===== src/verilog/clk_gate_pkg.sv =====
/*
  Constants for the clock output stop / power-down gating block:
  register offsets, field positions, reset values and timing figures.
  Assumes a 125 MHz system clock and a 32-bit APB register bus.
*/
package clk_gate_pkg;

    localparam int unsigned SYS_PERIOD_NS = 8;

    // latency limits, in nanoseconds
    localparam int unsigned PWRUP_MAX_NS = 1000000;
    localparam int unsigned PD_WAKE_MAX_NS = 300000;
    localparam int unsigned STOP_WAKE_MAX_NS = 10;

    // longest times round down, never below one cycle
    localparam int unsigned PWRUP_CYCLES = (PWRUP_MAX_NS / SYS_PERIOD_NS) > 0 ? PWRUP_MAX_NS / SYS_PERIOD_NS : 1;
    localparam int unsigned PD_WAKE_CYCLES = (PD_WAKE_MAX_NS / SYS_PERIOD_NS) > 0 ? PD_WAKE_MAX_NS / SYS_PERIOD_NS : 1;
    localparam int unsigned STOP_WAKE_CYCLES = (STOP_WAKE_MAX_NS / SYS_PERIOD_NS) > 0 ?
        STOP_WAKE_MAX_NS / SYS_PERIOD_NS : 1;

    // system clock cycles per half period of the output clock
    localparam int unsigned HALF_PERIOD_CYCLES = 2;

    // register byte offsets
    localparam logic [11:0] OFS_MODE = 12'h000;
    localparam logic [11:0] OFS_STOPPABLE = 12'h004;
    localparam logic [11:0] OFS_OUT_ENABLE = 12'h008;
    localparam logic [11:0] OFS_STATUS = 12'h00c;

    // mode register fields
    localparam int unsigned MODE_SLEEP_TRI_BIT = 0;
    localparam int unsigned MODE_STOP_TRI_BIT = 1;
    localparam logic [1:0] MODE_RESET = 2'h0;

    localparam logic [7:0] STOPPABLE_RESET = 8'h00;
    localparam logic [7:0] OUT_ENABLE_RESET = 8'hff;

    // status register fields
    localparam int unsigned STAT_PD_ACTIVE_BIT = 0;
    localparam int unsigned STAT_HALTED_BIT = 1;
    localparam int unsigned STAT_LOCKED_BIT = 2;
    localparam int unsigned STAT_PD_LEVEL_BIT = 3;
    localparam int unsigned STAT_HALT_LEVEL_BIT = 4;

    typedef enum logic [1:0] {
        ST_RUN,
        ST_PARK_PEND,
        ST_DOWN,
        ST_RELOCK
    } pd_state_t;

endpackage


===== src/verilog/pair_gate.sv =====
/*
  One differential output pair: picks the level and drive enable of the
  true and complement pins from the shared clock phase and park requests.
  Assumes all control inputs are synchronous to MCLK_I.
*/
module pair_gate (
    input wire logic clk_i,
    input wire logic rst_i,
    input wire logic phase_i,
    input wire logic enable_i,
    input wire logic pd_park_i,
    input wire logic pd_wake_i,
    input wire logic sleep_tri_i,
    input wire logic halted_i,
    input wire logic halt_wake_i,
    input wire logic stop_tri_i,
    output logic true_o,
    output logic true_oe_o,
    output logic comp_o,
    output logic comp_oe_o
);

    logic true_nxt;
    logic true_oe_nxt;
    logic comp_nxt;
    logic comp_oe_nxt;

    always_comb
    begin
        true_nxt = 1'b1;
        true_oe_nxt = 1'b0;
        comp_nxt = 1'b0;
        comp_oe_nxt = 1'b0;
        if (!enable_i)
        begin
            true_nxt = 1'b0;
        end
        else if (pd_park_i)
        begin
            true_oe_nxt = !sleep_tri_i;
        end
        else if (pd_wake_i)
        begin
            true_oe_nxt = 1'b1;
        end
        else if (halted_i)
        begin
            // tri-stated true pin is pulled high again at once on release; the complement stays undriven
            true_oe_nxt = !stop_tri_i || halt_wake_i;
            true_nxt = !stop_tri_i || halt_wake_i;
        end
        else
        begin
            true_nxt = phase_i;
            true_oe_nxt = 1'b1;
            comp_nxt = !phase_i;
            comp_oe_nxt = 1'b1;
        end
    end

    always_ff @(posedge clk_i or posedge rst_i)
    begin
        if (rst_i)
        begin
            true_o <= 1'b0;
            true_oe_o <= 1'b0;
            comp_o <= 1'b0;
            comp_oe_o <= 1'b0;
        end
        else
        begin
            true_o <= true_nxt;
            true_oe_o <= true_oe_nxt;
            comp_o <= comp_nxt;
            comp_oe_o <= comp_oe_nxt;
        end
    end

endmodule


===== src/verilog/clock_output_stop_powerdown.sv =====
/*
  Output gating of an eight-pair differential clock fanout: power-down
  and clock-halt handling, parking and glitch-free restart, APB registers.
  Assumes MCLK_I stands for the reference clock and runs continuously;
  APB3 master without wait-state expectations.
*/
// The placing of the registers and the APB slave port were left to the implementer.
module clock_output_stop_powerdown #(
    parameter int unsigned NUM_PAIRS = 8,
    parameter int unsigned HALF_PERIOD = clk_gate_pkg::HALF_PERIOD_CYCLES,
    parameter int unsigned RELOCK_CYCLES = clk_gate_pkg::PWRUP_CYCLES
) (
    input wire logic MCLK_I,
    input wire logic RST_I,
    input wire logic PSEL_I,
    input wire logic PENABLE_I,
    input wire logic PWRITE_I,
    input wire logic [11:0] PADDR_I,
    input wire logic [31:0] PWDATA_I,
    output logic [31:0] PRDATA_O,
    output logic PREADY_O,
    output logic PSLVERR_O,
    input wire logic POWER_DOWN_N_I,
    input wire logic CLOCK_HALT_N_I,
    output logic [NUM_PAIRS-1:0] CLK_OUT_TRUE_O,
    output logic [NUM_PAIRS-1:0] CLK_OUT_TRUE_OE_O,
    output logic [NUM_PAIRS-1:0] CLK_OUT_COMP_O,
    output logic [NUM_PAIRS-1:0] CLK_OUT_COMP_OE_O,
    output logic PLL_EN_O
);

    localparam int unsigned DIV_W = HALF_PERIOD > 1 ? $clog2(HALF_PERIOD) : 1;
    localparam int unsigned LOCK_W = $clog2(RELOCK_CYCLES + 1);

    if (NUM_PAIRS < 1 || NUM_PAIRS > 8 || HALF_PERIOD < 1 || RELOCK_CYCLES < 1)
    begin : g_bad_params
        $error("clock_output_stop_powerdown: unsupported parameter values");
    end

    // output clock divider
    logic [DIV_W-1:0] div_cnt_r;
    logic phase_r;
    logic half_en;
    logic comp_rise;
    logic true_rise;

    assign half_en = (div_cnt_r == DIV_W'(HALF_PERIOD - 1));
    // complement rises when true falls
    assign comp_rise = half_en && phase_r;
    assign true_rise = half_en && !phase_r;

    always_ff @(posedge MCLK_I or posedge RST_I)
    begin
        if (RST_I)
        begin
            div_cnt_r <= '0;
            phase_r <= 1'b0;
        end
        else if (half_en)
        begin
            div_cnt_r <= '0;
            phase_r <= !phase_r;
        end
        else
        begin
            div_cnt_r <= div_cnt_r + DIV_W'(1);
        end
    end

    // two-flop synchronisers for both pins
    logic pd_meta_r;
    logic pd_sync_r;
    logic halt_meta_r;
    logic halt_sync_r;

    always_ff @(posedge MCLK_I or posedge RST_I)
    begin
        if (RST_I)
        begin
            pd_meta_r <= 1'b1;
            pd_sync_r <= 1'b1;
            halt_meta_r <= 1'b1;
            halt_sync_r <= 1'b1;
        end
        else
        begin
            pd_meta_r <= POWER_DOWN_N_I;
            pd_sync_r <= pd_meta_r;
            halt_meta_r <= CLOCK_HALT_N_I;
            halt_sync_r <= halt_meta_r;
        end
    end

    // samples taken on complement rising edges
    logic [1:0] pd_hist_r;
    logic [1:0] halt_hist_r;
    logic pd_low;
    logic pd_high;
    logic halt_low;
    logic halt_high;

    always_ff @(posedge MCLK_I or posedge RST_I)
    begin
        if (RST_I)
        begin
            pd_hist_r <= 2'h3;
            halt_hist_r <= 2'h3;
        end
        else if (comp_rise)
        begin
            pd_hist_r <= {pd_hist_r[0], pd_sync_r};
            halt_hist_r <= {halt_hist_r[0], halt_sync_r};
        end
    end

    assign pd_low = (pd_hist_r == 2'h0);
    assign pd_high = (pd_hist_r == 2'h3);
    assign halt_low = (halt_hist_r == 2'h0);
    assign halt_high = (halt_hist_r == 2'h3);

    // registers
    logic [1:0] mode_r;
    logic [NUM_PAIRS-1:0] stoppable_r;
    logic [NUM_PAIRS-1:0] out_enable_r;
    logic setup;
    logic access;
    logic addr_ok;

    assign setup = PSEL_I && !PENABLE_I;
    assign access = PSEL_I && PENABLE_I;
    assign addr_ok = (PADDR_I == clk_gate_pkg::OFS_MODE) || (PADDR_I == clk_gate_pkg::OFS_STOPPABLE) ||
        (PADDR_I == clk_gate_pkg::OFS_OUT_ENABLE) || (PADDR_I == clk_gate_pkg::OFS_STATUS);
    assign PREADY_O = 1'b1;
    assign PSLVERR_O = access && !addr_ok;

    always_ff @(posedge MCLK_I or posedge RST_I)
    begin
        if (RST_I)
        begin
            mode_r <= clk_gate_pkg::MODE_RESET;
            stoppable_r <= NUM_PAIRS'(clk_gate_pkg::STOPPABLE_RESET);
            out_enable_r <= NUM_PAIRS'(clk_gate_pkg::OUT_ENABLE_RESET);
        end
        else if (access && PWRITE_I)
        begin
            if (PADDR_I == clk_gate_pkg::OFS_MODE)
            begin
                mode_r <= PWDATA_I[1:0];
            end
            if (PADDR_I == clk_gate_pkg::OFS_STOPPABLE)
            begin
                stoppable_r <= PWDATA_I[NUM_PAIRS-1:0];
            end
            if (PADDR_I == clk_gate_pkg::OFS_OUT_ENABLE)
            begin
                out_enable_r <= PWDATA_I[NUM_PAIRS-1:0];
            end
        end
    end

    logic sleep_tri;
    logic stop_tri;

    assign sleep_tri = mode_r[clk_gate_pkg::MODE_SLEEP_TRI_BIT];
    assign stop_tri = mode_r[clk_gate_pkg::MODE_STOP_TRI_BIT];

    // power-down sequencer
    clk_gate_pkg::pd_state_t pd_state_r;
    logic [LOCK_W-1:0] lock_cnt_r;
    logic lock_done;

    assign lock_done = (lock_cnt_r == LOCK_W'(RELOCK_CYCLES));

    always_ff @(posedge MCLK_I or posedge RST_I)
    begin
        if (RST_I)
        begin
            pd_state_r <= clk_gate_pkg::ST_RUN;
        end
        else
        begin
            unique case (pd_state_r)
                clk_gate_pkg::ST_RUN:
                    if (pd_low)
                    begin
                        pd_state_r <= clk_gate_pkg::ST_PARK_PEND;
                    end
                clk_gate_pkg::ST_PARK_PEND:
                    if (true_rise)
                    begin
                        pd_state_r <= clk_gate_pkg::ST_DOWN;
                    end
                clk_gate_pkg::ST_DOWN:
                    if (pd_high)
                    begin
                        pd_state_r <= clk_gate_pkg::ST_RELOCK;
                    end
                clk_gate_pkg::ST_RELOCK:
                    if (pd_low)
                    begin
                        pd_state_r <= clk_gate_pkg::ST_DOWN;
                    end
                    else if (lock_done && true_rise)
                    begin
                        pd_state_r <= clk_gate_pkg::ST_RUN;
                    end
            endcase
        end
    end

    // stand-in for PLL lock time after wake
    always_ff @(posedge MCLK_I or posedge RST_I)
    begin
        if (RST_I)
        begin
            lock_cnt_r <= '0;
        end
        else if (pd_state_r != clk_gate_pkg::ST_RELOCK)
        begin
            lock_cnt_r <= '0;
        end
        else if (!lock_done)
        begin
            lock_cnt_r <= lock_cnt_r + LOCK_W'(1);
        end
    end

    // PLL goes off on entry to ST_DOWN, one cycle before the registered outputs are parked
    assign PLL_EN_O = (pd_state_r != clk_gate_pkg::ST_DOWN);

    // clock halt: stop and restart on true rising edges so no runt pulse
    logic halted_r;
    logic halt_wake_r;
    logic resume_arm_r;
    logic [NUM_PAIRS-1:0] halt_mask_r;
    logic running;

    assign running = (pd_state_r == clk_gate_pkg::ST_RUN);

    always_ff @(posedge MCLK_I or posedge RST_I)
    begin
        if (RST_I)
        begin
            halted_r <= 1'b0;
            halt_wake_r <= 1'b0;
            resume_arm_r <= 1'b0;
            halt_mask_r <= '0;
        end
        else if (!halted_r)
        begin
            if (running && halt_low && true_rise)
            begin
                halted_r <= 1'b1;
                halt_mask_r <= stoppable_r;
            end
        end
        else if (!halt_wake_r)
        begin
            if (halt_high)
            begin
                halt_wake_r <= 1'b1;
            end
        end
        else if (true_rise)
        begin
            // one full period of drive-high before resuming keeps latency at least two periods
            if (resume_arm_r)
            begin
                halted_r <= 1'b0;
                halt_wake_r <= 1'b0;
                resume_arm_r <= 1'b0;
            end
            else
            begin
                resume_arm_r <= 1'b1;
            end
        end
    end

    // status read-back
    logic [31:0] status_w;
    logic [31:0] rd_nxt;

    always_comb
    begin
        status_w = 32'h0;
        status_w[clk_gate_pkg::STAT_PD_ACTIVE_BIT] = !running;
        status_w[clk_gate_pkg::STAT_HALTED_BIT] = halted_r;
        status_w[clk_gate_pkg::STAT_LOCKED_BIT] = running;
        status_w[clk_gate_pkg::STAT_PD_LEVEL_BIT] = pd_sync_r;
        status_w[clk_gate_pkg::STAT_HALT_LEVEL_BIT] = halt_sync_r;
    end

    always_comb
    begin
        rd_nxt = 32'h0;
        unique case (PADDR_I)
            clk_gate_pkg::OFS_MODE: rd_nxt[1:0] = mode_r;
            clk_gate_pkg::OFS_STOPPABLE: rd_nxt[NUM_PAIRS-1:0] = stoppable_r;
            clk_gate_pkg::OFS_OUT_ENABLE: rd_nxt[NUM_PAIRS-1:0] = out_enable_r;
            clk_gate_pkg::OFS_STATUS: rd_nxt = status_w;
            default: rd_nxt = 32'h0;
        endcase
    end

    // read data captured in the setup cycle so it comes from a flop in access
    always_ff @(posedge MCLK_I or posedge RST_I)
    begin
        if (RST_I)
        begin
            PRDATA_O <= 32'h0;
        end
        else if (setup && !PWRITE_I)
        begin
            PRDATA_O <= rd_nxt;
        end
    end

    // output pairs
    logic pd_park;
    logic pd_wake;

    assign pd_park = (pd_state_r == clk_gate_pkg::ST_DOWN);
    assign pd_wake = (pd_state_r == clk_gate_pkg::ST_RELOCK);

    for (genvar i = 0; i < NUM_PAIRS; i++)
    begin : g_pair
        pair_gate u_pair (
            .clk_i(MCLK_I),
            .rst_i(RST_I),
            .phase_i(phase_r),
            .enable_i(out_enable_r[i]),
            .pd_park_i(pd_park),
            .pd_wake_i(pd_wake),
            .sleep_tri_i(sleep_tri),
            .halted_i(halted_r && halt_mask_r[i]),
            .halt_wake_i(halt_wake_r),
            .stop_tri_i(stop_tri),
            .true_o(CLK_OUT_TRUE_O[i]),
            .true_oe_o(CLK_OUT_TRUE_OE_O[i]),
            .comp_o(CLK_OUT_COMP_O[i]),
            .comp_oe_o(CLK_OUT_COMP_OE_O[i])
        );
    end

endmodule


===== config.mk =====
export PLATFORM = sky130hd
export DESIGN_NAME = clock_output_stop_powerdown
export DESIGN_NICKNAME = d
export VERILOG_FILES = /design/src/verilog/clk_gate_pkg.sv /design/src/verilog/pair_gate.sv /design/src/verilog/clock_output_stop_powerdown.sv
export SDC_FILE = /design/constraint.sdc
export NUM_CORES = 1
export LEC_CHECK = 0
export BUFFER_PORTS_ARGS = -buffer_cell sky130_fd_sc_hd__clkbuf_2
export CAP_MARGIN = 30
export CORE_MARGIN = 2
export CORE_UTILIZATION = 35
export DETAILED_ROUTE_END_ITERATION = 10
export PLACE_DENSITY = 0.64
export SLEW_MARGIN = 5
export SYNTH_ARGS = -nofsm -noshare
export SYNTH_HDL_FRONTEND = slang
export SYNTH_SLANG_ARGS = --single-unit
export TNS_END_PERCENT = 1

===== constraint.sdc =====
create_clock -name MCLK_I -period 8.28 [get_ports MCLK_I]
set_input_delay 1.242 -clock MCLK_I [delete_from_list [all_inputs] [get_ports MCLK_I]]
set_output_delay 1.242 -clock MCLK_I [all_outputs]
set_load 0.005 [all_outputs]

==> implementation parameters, run 1 <==
Parameter                              Value

Cells and area
  Number of antenna diodes ... 0
  Layout filler cell count ... 1242
  Growth of design area from synthesis to finish ... 11.25%
  Proportion of layout cells with a drive suffix above 1 ... 32.17%
  Post-layout net count ... 505

Detailed routing
  DRT iter0 DRCs ... between 100 and 150
  Via total after detailed routing ... 2883
  Detailed-route DRC error count ... 0
  Vias per std cell ... between 4 and 5
  Post-DR wirelength/cell ... 13.69 um
  Number of iterations in the first detailed-routing pass ... 4
  Antenna viol nets, final ... 0
  Post-detailed-routing wire length ... 8614 um

STA
  Final hold vios ... 0
  Period utilization ... roughly two fifths
  Actual slew at the worst max-slew pin ... 0.6378 ns
  RSZ-0062 raised after global routing ... false
  Worst setup skew after layout ... 0.005468 ns
  Fmax ... 288.8 MHz
  Accumulated negative setup slack ... 0 ns
  Minimum clock period after layout ... ~3.5 ns
  Worst-case headroom to the max-slew limit ... 57.48%
  Setup violators final ... 0
  Final slew viol count ... 0

Yosys
  Share of the yosys chip area belonging to registers ... ~54%
  Top-count cell post-synth ... dfrtp_1
  Flop and latch count out of synthesis ... 98
  Cell type with the largest total area after synthesis ... dfrtp_1
  Number of library cell types mapped by synthesis ... 43
  Cells after Synth ... 414
  Area of the mapped netlist ... 4569 um^2
  Post-synthesis average cell area ... 11.04 um^2
  Primary FF master, synth ... dfrtp_1
  Ys Warns ... 0
  List of most frequent post-synthesis cells ... dfrtp_1 (82), buf_4 (57), nor2_1 (47)
  Portion of synthesized cell area occupied by the leading cell type ... 44.91%
  FFs w/ async S/R, synth ... 100.0%
  Most area-consuming cells after synthesis ... dfrtp_1 (45%), buf_4 (9.4%), dfstp_2 (9.2%)
  Number of flops mapped to enable cells by yosys ... 0

Global route
  Met1 layer usage reported by global route ... 17.84%
  Global-route met2 utilization ... between 15 and 20%
  Grt ovf ... 0
  Number of global-route vias before repair ... 2944
  Most Used Layer, Global Route ... met2
  Overall routing resource usage ... 12.97%
  Pin count of the biggest net entering global routing ... 60
  Wire length of the first global-routing pass ... 14520 um
  Met3 track demand over resource ... 3.523%
  Antenna violations before repair ... 0

Placed design
  GP Congestion ... 0.8166
  Post-DP HPWL ... 6386 um
  Count of input and output buffers ... 68

Power
  Total power divided by cell area ... 185.2 nW/um^2
  Internal power ... 0.7332 mW
  VDD IR max ... 74.30 uV
  Total power ... 0.9416 mW
  Reported net switching power ... 0.2085 mW
  Portion of total power attributed to the clock network ... 43.5%
  Share of total power in combinational logic ... 4.5%
  Cell leakage power ... 2.417 nW
  Part of the power in registers ... 52.0%
  Switching power as a share of total power ... between 20 and 25%

CTS
  CTS buffer count ... 9
  Post-cts resize count ... 0
  Count of hold-fix buffers inserted at cts ... 0
  CTS Sinks ... 98
  H-tree depth ... 3
  Buffer cell driving the clock tree root ... clkbuf_16
  Number of post-CTS setup repair buffers ... 0
  Clock-pin transition on the worst setup and hold timing paths ... 0.06 ns
  Clock latency on the worst-skew pair ... 0.34 ns
  TritonCTS clock tree ... yes
  Maximum number of buffers from clock root to sink ... 2

Setup path
  Sort of element at the end of the critical path ... output port
  Worst reg-to-reg path cell count ... 3
  Biggest fanout along the worst timing path ... 4
  CP required ... 7.04 ns
  CP Data Arrival Time ... 2.22 ns
  Worst setup SP type ... input pin
  Worst Setup Path Type ... in2out

Floorplanning
  Die Footprint ... 13990 um^2
  Die X-Extent ... roughly 120 um
  Core outline area ... 12670 um^2
  Number of core rows ... 41
  Starting Density ... 36.06%
  Total I/O pin count ... 118
  Overall die height ... 118.3 um

Job
  Maxcap violations ... 0

Outcome
  Outcome ... finished clean

Hold path
  Number of stages on the worst hold path ... 0
  Worst min-delay path class ... reg2reg
cells by family (layout without fill, tap and decap cells):
logic type,count (synthesis),count (layout),share of synthesized area [%]
AND/OR/NAND/NOR,147,147,16.35
flip-flops,98,98,54.11
buffers and inverters,73,93,10.71
AO/OA/AOI/OAI,44,44,6.079
multiplexers,36,36,9.748
XOR/XNOR,12,12,2.300
adder cells (fa/ha/maj),2,2,0.5476
other,2,25,0.1644
area by class of cell:
class	count	area [um^2]	share of cell area, %
Sequential cell	98	2472	48.63
Multi-Input combinational cell	266	1694	33.33
Timing Repair Buffer	71	382.9	7.531
Clock buffer	9	225.2	4.430
Tap cell	172	215.2	4.233
Clock inverter	7	70.07	1.378
Inverter	6	23.77	0.4676
layout by cell type, fill, tap and decap left out, types with 3 or more instances in the layout:
master and instances:
nor3_1 4, nor2_1 47, nand2_1 45, a21oi_1 18, nor2b_1 3, and3_1 6, xor2_1 7, mux2_4 8
dfstp_2 16, o21ai_0 7, xnor2_1 5, a31oi_1 3, dfrtp_1 82, clkinv_2 4, conb_1 25, clkbuf_16 9
a22o_1 10, inv_1 5, mux2_2 26, nand3_1 13, clkbuf_2 68, nand4_1 5, o31ai_1 4
stage by stage:
stage | setup slack [ns] | area (um^2) | hold WS [ns] | cells | util, %
after global routing | 4.742 | 5084 | 0.3598 | 629 | 40.12
final | 4.817 | 5084 | 0.3573 | 629 | 40.12
after floorplan | 4.502 | 4656 | 0.3452 | 437 | -
after CTS | 4.800 | 5084 | 0.3590 | 629 | 40.12
after global placement | 4.822 | 4761 | 0.3495 | 612 | 37.57
after detailed placement | 4.804 | 4788 | 0.3493 | 613 | 37.79
power by group through the flow:
| stage | Sequential, mW | Combinational [mW] | Clock (mW) |
|---|---|---|---|
| finish | 0.490 | 0.0422 | 0.409 |
| global route | 0.491 | 0.0485 | 0.446 |
| CTS | 0.490 | 0.0432 | 0.422 |
| detailed placement | 0.499 | 0.0431 | 0 |
| global placement | 0.498 | 0.0398 | 0 |
| floorplan | 0.497 | 0.0349 | 0 |
metal layers:
metal	wire (um)	share of wire, %	up-vias
met2	3925	46	91
li1	-	-	1400
met4	141	1.6	0
met5	0	0	-
met1	4036	47	1385
met3	511	5.9	7
final timing paths:
kind,slack [ns],to,from
worst max-delay path,4.82,PSLVERR_O,PADDR_I[7]
worst min-delay path,0.36,pd_sync_r,pd_meta_r
worst max register to register,6.38,halt_mask_r[2],pd_state_r[1]
worst min register to register,0.36,pd_sync_r,pd_meta_r
max in group asynchronous,6.48,pd_sync_r,RST_I
min in group asynchronous,0.80,g_pair[4].u_pair.comp_o,RST_I
worst max-delay path, cell delays in order:
cell and delay (ns):
clkbuf_2 0.10, nor4_4 0.33, nand3_1 0.21, and3_1 0.23, clkbuf_2 0.10
flip-flops by register name, indices dropped and copies added (netlist names), 8 cells and up:
| register | flops |
|---|---|
| g_pair.u_pair.true_oe_o | 8 |
| g_pair.u_pair.comp_o | 8 |
| g_pair.u_pair.true_o | 8 |
| halt_mask_r | 8 |
| out_enable_r | 8 |
| PRDATA_O | 8 |
| stoppable_r | 8 |
| lock_cnt_r | 17 |
| g_pair.u_pair.comp_oe_o | 8 |
Note: power is estimated with default switching activity, not from simulation.
==> inputs of run 2 (changes only) <==
Settings changed: PLACE_DENSITY 0.64 to 0.66.
Clock period 8.28 ns to 3.1 ns, I/O delays scaled along.
==> implementation parameters, run 2 (synthesis gave the netlist of run 1 again) <==
Parameter                              Value

STA
  Worst hold margin ... 0.2098 ns
  Minimum clock period after layout ... 1.910 ns
  RSZ-0062 raised after global routing ... false
  Worst-case headroom to the max-slew limit ... 52.14%
  Period utilization ... 61.62%
  Setup violators final ... 0
  Worst setup skew after layout ... 0.007596 ns
  Final slew viol count ... 0
  Actual slew at the worst max-slew pin ... 0.7171 ns
  Accumulated negative setup slack ... 0 ns
  Fmax ... around 520 MHz
  Final hold vios ... 0

Cells and area
  Register bank with the most flops ... lock_cnt_r
  Proportion of layout cells with a drive suffix above 1 ... 31.80%
  Growth of design area from synthesis to finish ... 11.45%
  Commonest cells after routing, fill and taps aside ... dfrtp_1 (82), clkbuf_2 (68), nor2_1 (47)
  Final Util ... 40.19%
  Flip-flop count of the largest register after layout ... 17
  Number of antenna diodes ... 0
  Post-layout net count ... between 500 and 600
  Leading cell type in the layout, fill and taps excluded ... dfrtp_1

Placed design
  Post-DP HPWL ... 6312 um
  GP Congestion ... 0.8446
  Count of input and output buffers ... 68

Setup path
  CP Data Arrival Time ... 1.45 ns
  Sort of element at the end of the critical path ... output port
  Worst reg2reg startpoint ... pd_state_r[1]
  Worst Setup Path Type ... in2out
  Biggest fanout along the worst timing path ... 4
  Worst setup startpoint ... PADDR_I[7]
  Cell type with the highest occurrence count on the critical path ... clkbuf_2
  CP peak stage delay ... ~0.33 ns
  Cell-by-cell listing of the critical path ... clkbuf_2 -> nor4_4 -> nand3_1 -> and3_1 -> clkbuf_2
  CP required ... 2.63 ns
  Worst setup SP type ... input pin
  Cell with the largest stage delay on the worst path ... nor4_4

Floorplanning
  Core outline area ... 12670 um^2
  Die X-Extent ... around 120 um
  Die Footprint ... 13990 um^2
  Overall die height ... 118.3 um
  Starting Density ... 36.06%
  Total I/O pin count ... 118
  Number of core rows ... just over 40

Detailed routing
  Post-detailed-routing wire length ... approximately 8600 um
  Detailed-route DRC error count ... 0
  Post-DR wirelength/cell ... between 10 and 15 um
  Number of iterations in the first detailed-routing pass ... 4
  Via total after detailed routing ... approximately 2900
  Vias per std cell ... ~4.7
  DRT iter0 DRCs ... 145
  Antenna viol nets, final ... 0

CTS
  H-tree depth ... 3
  Maximum number of buffers from clock root to sink ... 2
  Count of hold-fix buffers inserted at cts ... 0
  Post-cts resize count ... 0
  TritonCTS clock tree ... yes
  Buffer cell driving the clock tree root ... clkbuf_16
  CTS Sinks ... 98
  CTS buffer count ... 9
  Clock-pin transition on the worst setup and hold timing paths ... approximately 0.060 ns
  Clock latency on the worst-skew pair ... 0.34 ns
  Number of post-CTS setup repair buffers ... 0

Job
  Maxcap violations ... 0

Power
  Cell leakage power ... 2.417 nW
  VDD IR max ... 216.2 uV
  Total power divided by cell area ... about 510 nW/um^2

Outcome
  Outcome ... finished clean

Global route
  Pin count of the biggest net entering global routing ... between 50 and 60
  Overall routing resource usage ... 12.69%
  Antenna violations before repair ... 0
  Number of global-route vias before repair ... between 2000 and 3000
  Wire length of the first global-routing pass ... 14190 um
  Grt ovf ... 0

Hold path
  Worst min-delay path class ... in2async
-- run 2: cell count changes in the layout (fill, tap and decap cells not counted) --
| cell | before | now |
|---|---|---|
| clkinv_2 | 4 | 2 |
| buf_12 | 0 | 1 |
| buf_16 | 1 | 0 |
| buf_4 | 2 | 1 |
| bufinv_16 | 1 | 2 |
| clkbuf_1 | 0 | 1 |
| clkinv_4 | 2 | 1 |
| inv_6 | 0 | 1 |
-- run 2: path summary, 6_finish.rpt --
check,end,slack [ns],cells after the start
setup / recovery,PSLVERR_O,1.19,5
hold / removal,g_pair[1].u_pair.comp_oe_o,0.21,2
setup reg to reg,halt_mask_r[0],1.21,3
hold reg to reg,pd_sync_r,0.36,0
max in group asynchronous,pd_meta_r,2.11,3
min in group MCLK_I,halt_meta_r,0.21,1
-- run 2: report_power, final --
part | switching, mW | internal (mW)
logic | 0.0739 | 0.0372
clock network | 0.470 | 0.710
registers | 0.0135 | 1.30
total | 0.558 | 2.04
-- run 2: critical path, delay by kind of cell --
family                 cells  cell delay, ns
buffers and inverters      2            0.20
AND/OR/NAND/NOR            3            0.77
-- run 2: through the flow --
stage / worst slack [ns] / instance area, um^2 / power (mW) / std cells
6_report: 1.190 / 5092 / 2.601 / 628
5_1_grt: 1.070 / 5092 / 2.694 / 628
4_1_cts: 1.171 / 5092 / 2.633 / 628
3_5_place_dp: 0.9584 / 4773 / 1.446 / 612
3_3_place_gp: 0.9885 / 4773 / 1.440 / 612
2_1_floorplan: 0.09940 / 4656 / 1.422 / 437
-- run 2: area by class of cell --
class	instances	area (um^2)
Fill cell	1227	7579
Sequential cell	98	2472
Multi-Input combinational cell	266	1694
Timing Repair Buffer	70	367.9
Clock buffer	10	229.0
Tap cell	172	215.2
Clock inverter	6	90.09
Inverter	6	23.77
-- run 2: layer usage --
layer	GRT usage (%)	up-vias	part of all wire (%)
li1	-	1399	-
met5	0	-	0
met2	19.08	98	46
met3	2.461	10	6.0
met4	5.873	0	1.8
met1	17.66	1415	47
==> inputs of run 3 (changes only) <==
Clock period 3.1 ns to 1.6 ns, I/O delays scaled along.
==> implementation parameters, run 3 (synthesis gave the netlist of run 1 again) <==
Parameter                              Value

Power
  Internal power ... 3.874 mW
  Portion of total power attributed to the clock network ... 43.5%
  Reported net switching power ... 1.076 mW
  Total power divided by cell area ... 908.4 nW/um^2
  Share of total power in combinational logic ... about 5.3%
  Cell leakage power ... 2.593 nW
  VDD IR max ... 495.9 uV
  Switching power as a share of total power ... a little over a fifth
  Part of the power in registers ... 51.2%

Global route
  Overall routing resource usage ... a little over an eighth
  Antenna violations before repair ... 0
  Grt ovf ... 0
  Wire length of the first global-routing pass ... 14950 um
  Number of global-route vias before repair ... 3048
  Pin count of the biggest net entering global routing ... 99

Placed design
  Pre-CTS setup slack ... -0.1291 ns
  Post-Place Cells ... 641
  Count of input and output buffers ... roughly 70
  GP Congestion ... a little under 0.8
  Post-DP HPWL ... between 6000 and 7000 um

CTS
  CTS buffer count ... 9
  CTS Sinks ... 98
  Buffer cell driving the clock tree root ... clkbuf_16
  Maximum number of buffers from clock root to sink ... 2
  Clock latency on the worst-skew pair ... 0.34 ns
  TritonCTS clock tree ... yes
  Clock-pin transition on the worst setup and hold timing paths ... roughly 0.06 ns
  H-tree depth ... 3

Setup path
  Buffer and inverter count on the worst path ... 0
  Cell-by-cell listing of the critical path ... nand4_2 -> or4_4 -> or3_1 -> a21oi_2
  Crit-path leading delay family ... simple AND/OR/NAND/NOR gates
  CP required ... between 1.5 and 2 ns
  Cell with the largest stage delay on the worst path ... or4_4
  CP peak stage delay ... 0.53 ns
  Worst Setup Path Type ... reg2reg
  Biggest fanout along the worst timing path ... 4
  Worst setup SP type ... flop
  Sort of element at the end of the critical path ... flop
  CP Data Arrival Time ... 1.90 ns

Detailed routing
  Top Layer Used ... met4
  Detailed-route DRC error count ... 0
  Amount of wire on met3 after detailed routing ... about 550 um
  Post-DR wirelength/cell ... 13.84 um
  Vias per std cell ... 4.668
  DRT iter0 DRCs ... 170
  Via total after detailed routing ... 3095
  Number of iterations in the first detailed-routing pass ... 4
  Met2 wirelength from detailed routing ... 4322 um
  Post-detailed-routing wire length ... 9178 um
  Antenna viol nets, final ... 0
  Routed metal-1 wire length ... 4195 um

Cells and area
  Number of antenna diodes ... 0
  Proportion of layout cells with a drive suffix above 1 ... 39.10%
  Flip-flop count of the largest register after layout ... 17
  Growth of design area from synthesis to finish ... 19.25%
  Filler-free cell count of the finished design ... ~660
  Register bank with the most flops ... lock_cnt_r
  Commonest cells after routing, fill and taps aside ... dfrtp_1 (81), clkbuf_2 (68), nor2_1 (47)
  Leading cell type in the layout, fill and taps excluded ... dfrtp_1
  Post-layout net count ... 539

Floorplanning
  Overall die height ... 118.3 um
  Die X-Extent ... 118.3 um
  Number of core rows ... 41
  Total I/O pin count ... 118
  Starting Density ... 36.06%
  Die Footprint ... 13990 um^2
  Core outline area ... 12670 um^2

STA
  Period utilization ... 102.3%
  Fmax ... 610.9 MHz
  Setup violators final ... 1
  Actual slew at the worst max-slew pin ... 0.5068 ns
  Setup slack of the critical path after layout ... -0.03698 ns
  Final hold vios ... 0
  Worst-case headroom to the max-slew limit ... approximately two thirds
  Minimum clock period after layout ... 1.637 ns
  Final slew viol count ... 0
  Worst setup skew after layout ... approximately 0.007 ns
  Worst hold margin ... roughly 0.019 ns
  RSZ-0062 raised after global routing ... true

Hold path
  Worst min-delay path class ... in2async

Outcome
  Outcome ... finished with violations
  Violated checks ... negative setup slack

Job
  Maxcap violations ... 0
## run 3: area by class of cell
cell class | count | area [um^2]
Clock inverter | 4 | 52.55
Multi-Input combinational cell | 266 | 1774
Clock buffer | 12 | 246.5
Fill cell | 1187 | 7222
Sequential cell | 98 | 2474
Inverter | 6 | 26.28
Timing Repair Buffer | 105 | 660.6
Tap cell | 172 | 215.2
## run 3: worst register-to-register path, stage by stage, from the launching register on
cell and delay, ns:
dfrtp_1 0.43, nand4_2 0.14, or4_4 0.53, or3_1 0.34, a21oi_2 0.12
## run 3: power by group through the flow
| stage | Clock, mW | Combinational (mW) | Sequential (mW) |
|---|---|---|---|
| after CTS | 2.23 | 0.255 | 2.53 |
| final | 2.15 | 0.263 | 2.53 |
| after global routing | 2.32 | 0.300 | 2.54 |
| after detailed placement | 0 | 0.251 | 2.58 |
| after floorplan | 0 | 0.181 | 2.57 |
| after global placement | 0 | 0.243 | 2.58 |
## run 3: stage by stage
stage / area, um^2 / utilization, % / TNS, ns / power, mW
after detailed placement: 5019 / 39.61 / -1.666 / 2.830
after global routing: 5449 / 43.00 / -0.3965 / 5.158
after floorplan: 4659 / - / -0.1104 / 2.755
final: 5449 / 43.00 / -0.03698 / 4.950
after global placement: 5019 / 39.61 / -0.8145 / 2.820
after CTS: 5354 / 42.25 / -0.06788 / 5.013
## run 3: path summary, 6_finish.rpt
path / slack, ns / depth (start not counted) / start / endpoint
setup / recovery: -0.04 / 4 / lock_cnt_r[6] / lock_cnt_r[15]
hold / removal: 0.02 / 3 / RST_I / lock_cnt_r[3]
setup reg to reg: -0.04 / 4 / lock_cnt_r[6] / lock_cnt_r[15]
hold reg to reg: 0.35 / 0 / pd_meta_r / pd_sync_r
max in group asynchronous: 1.18 / 3 / RST_I / pd_meta_r
min in group MCLK_I: 0.15 / 2 / PWDATA_I[5] / out_enable_r[5]
## run 3: repair_timing
item                       CTS  global route
gates resized for setup      3            17
hold endpoints to repair     2             0
hold buffers                 2             0
setup endpoints to repair    4             9
setup buffers                0             4
pin swaps                    2             8
cloned                       0             0
## run 3: per-layer routing
metal,up-vias,track usage [%]
met2,99,20.95
met1,1520,17.78
li1,1468,-
met4,0,4.744
met5,-,0
met3,8,3.475
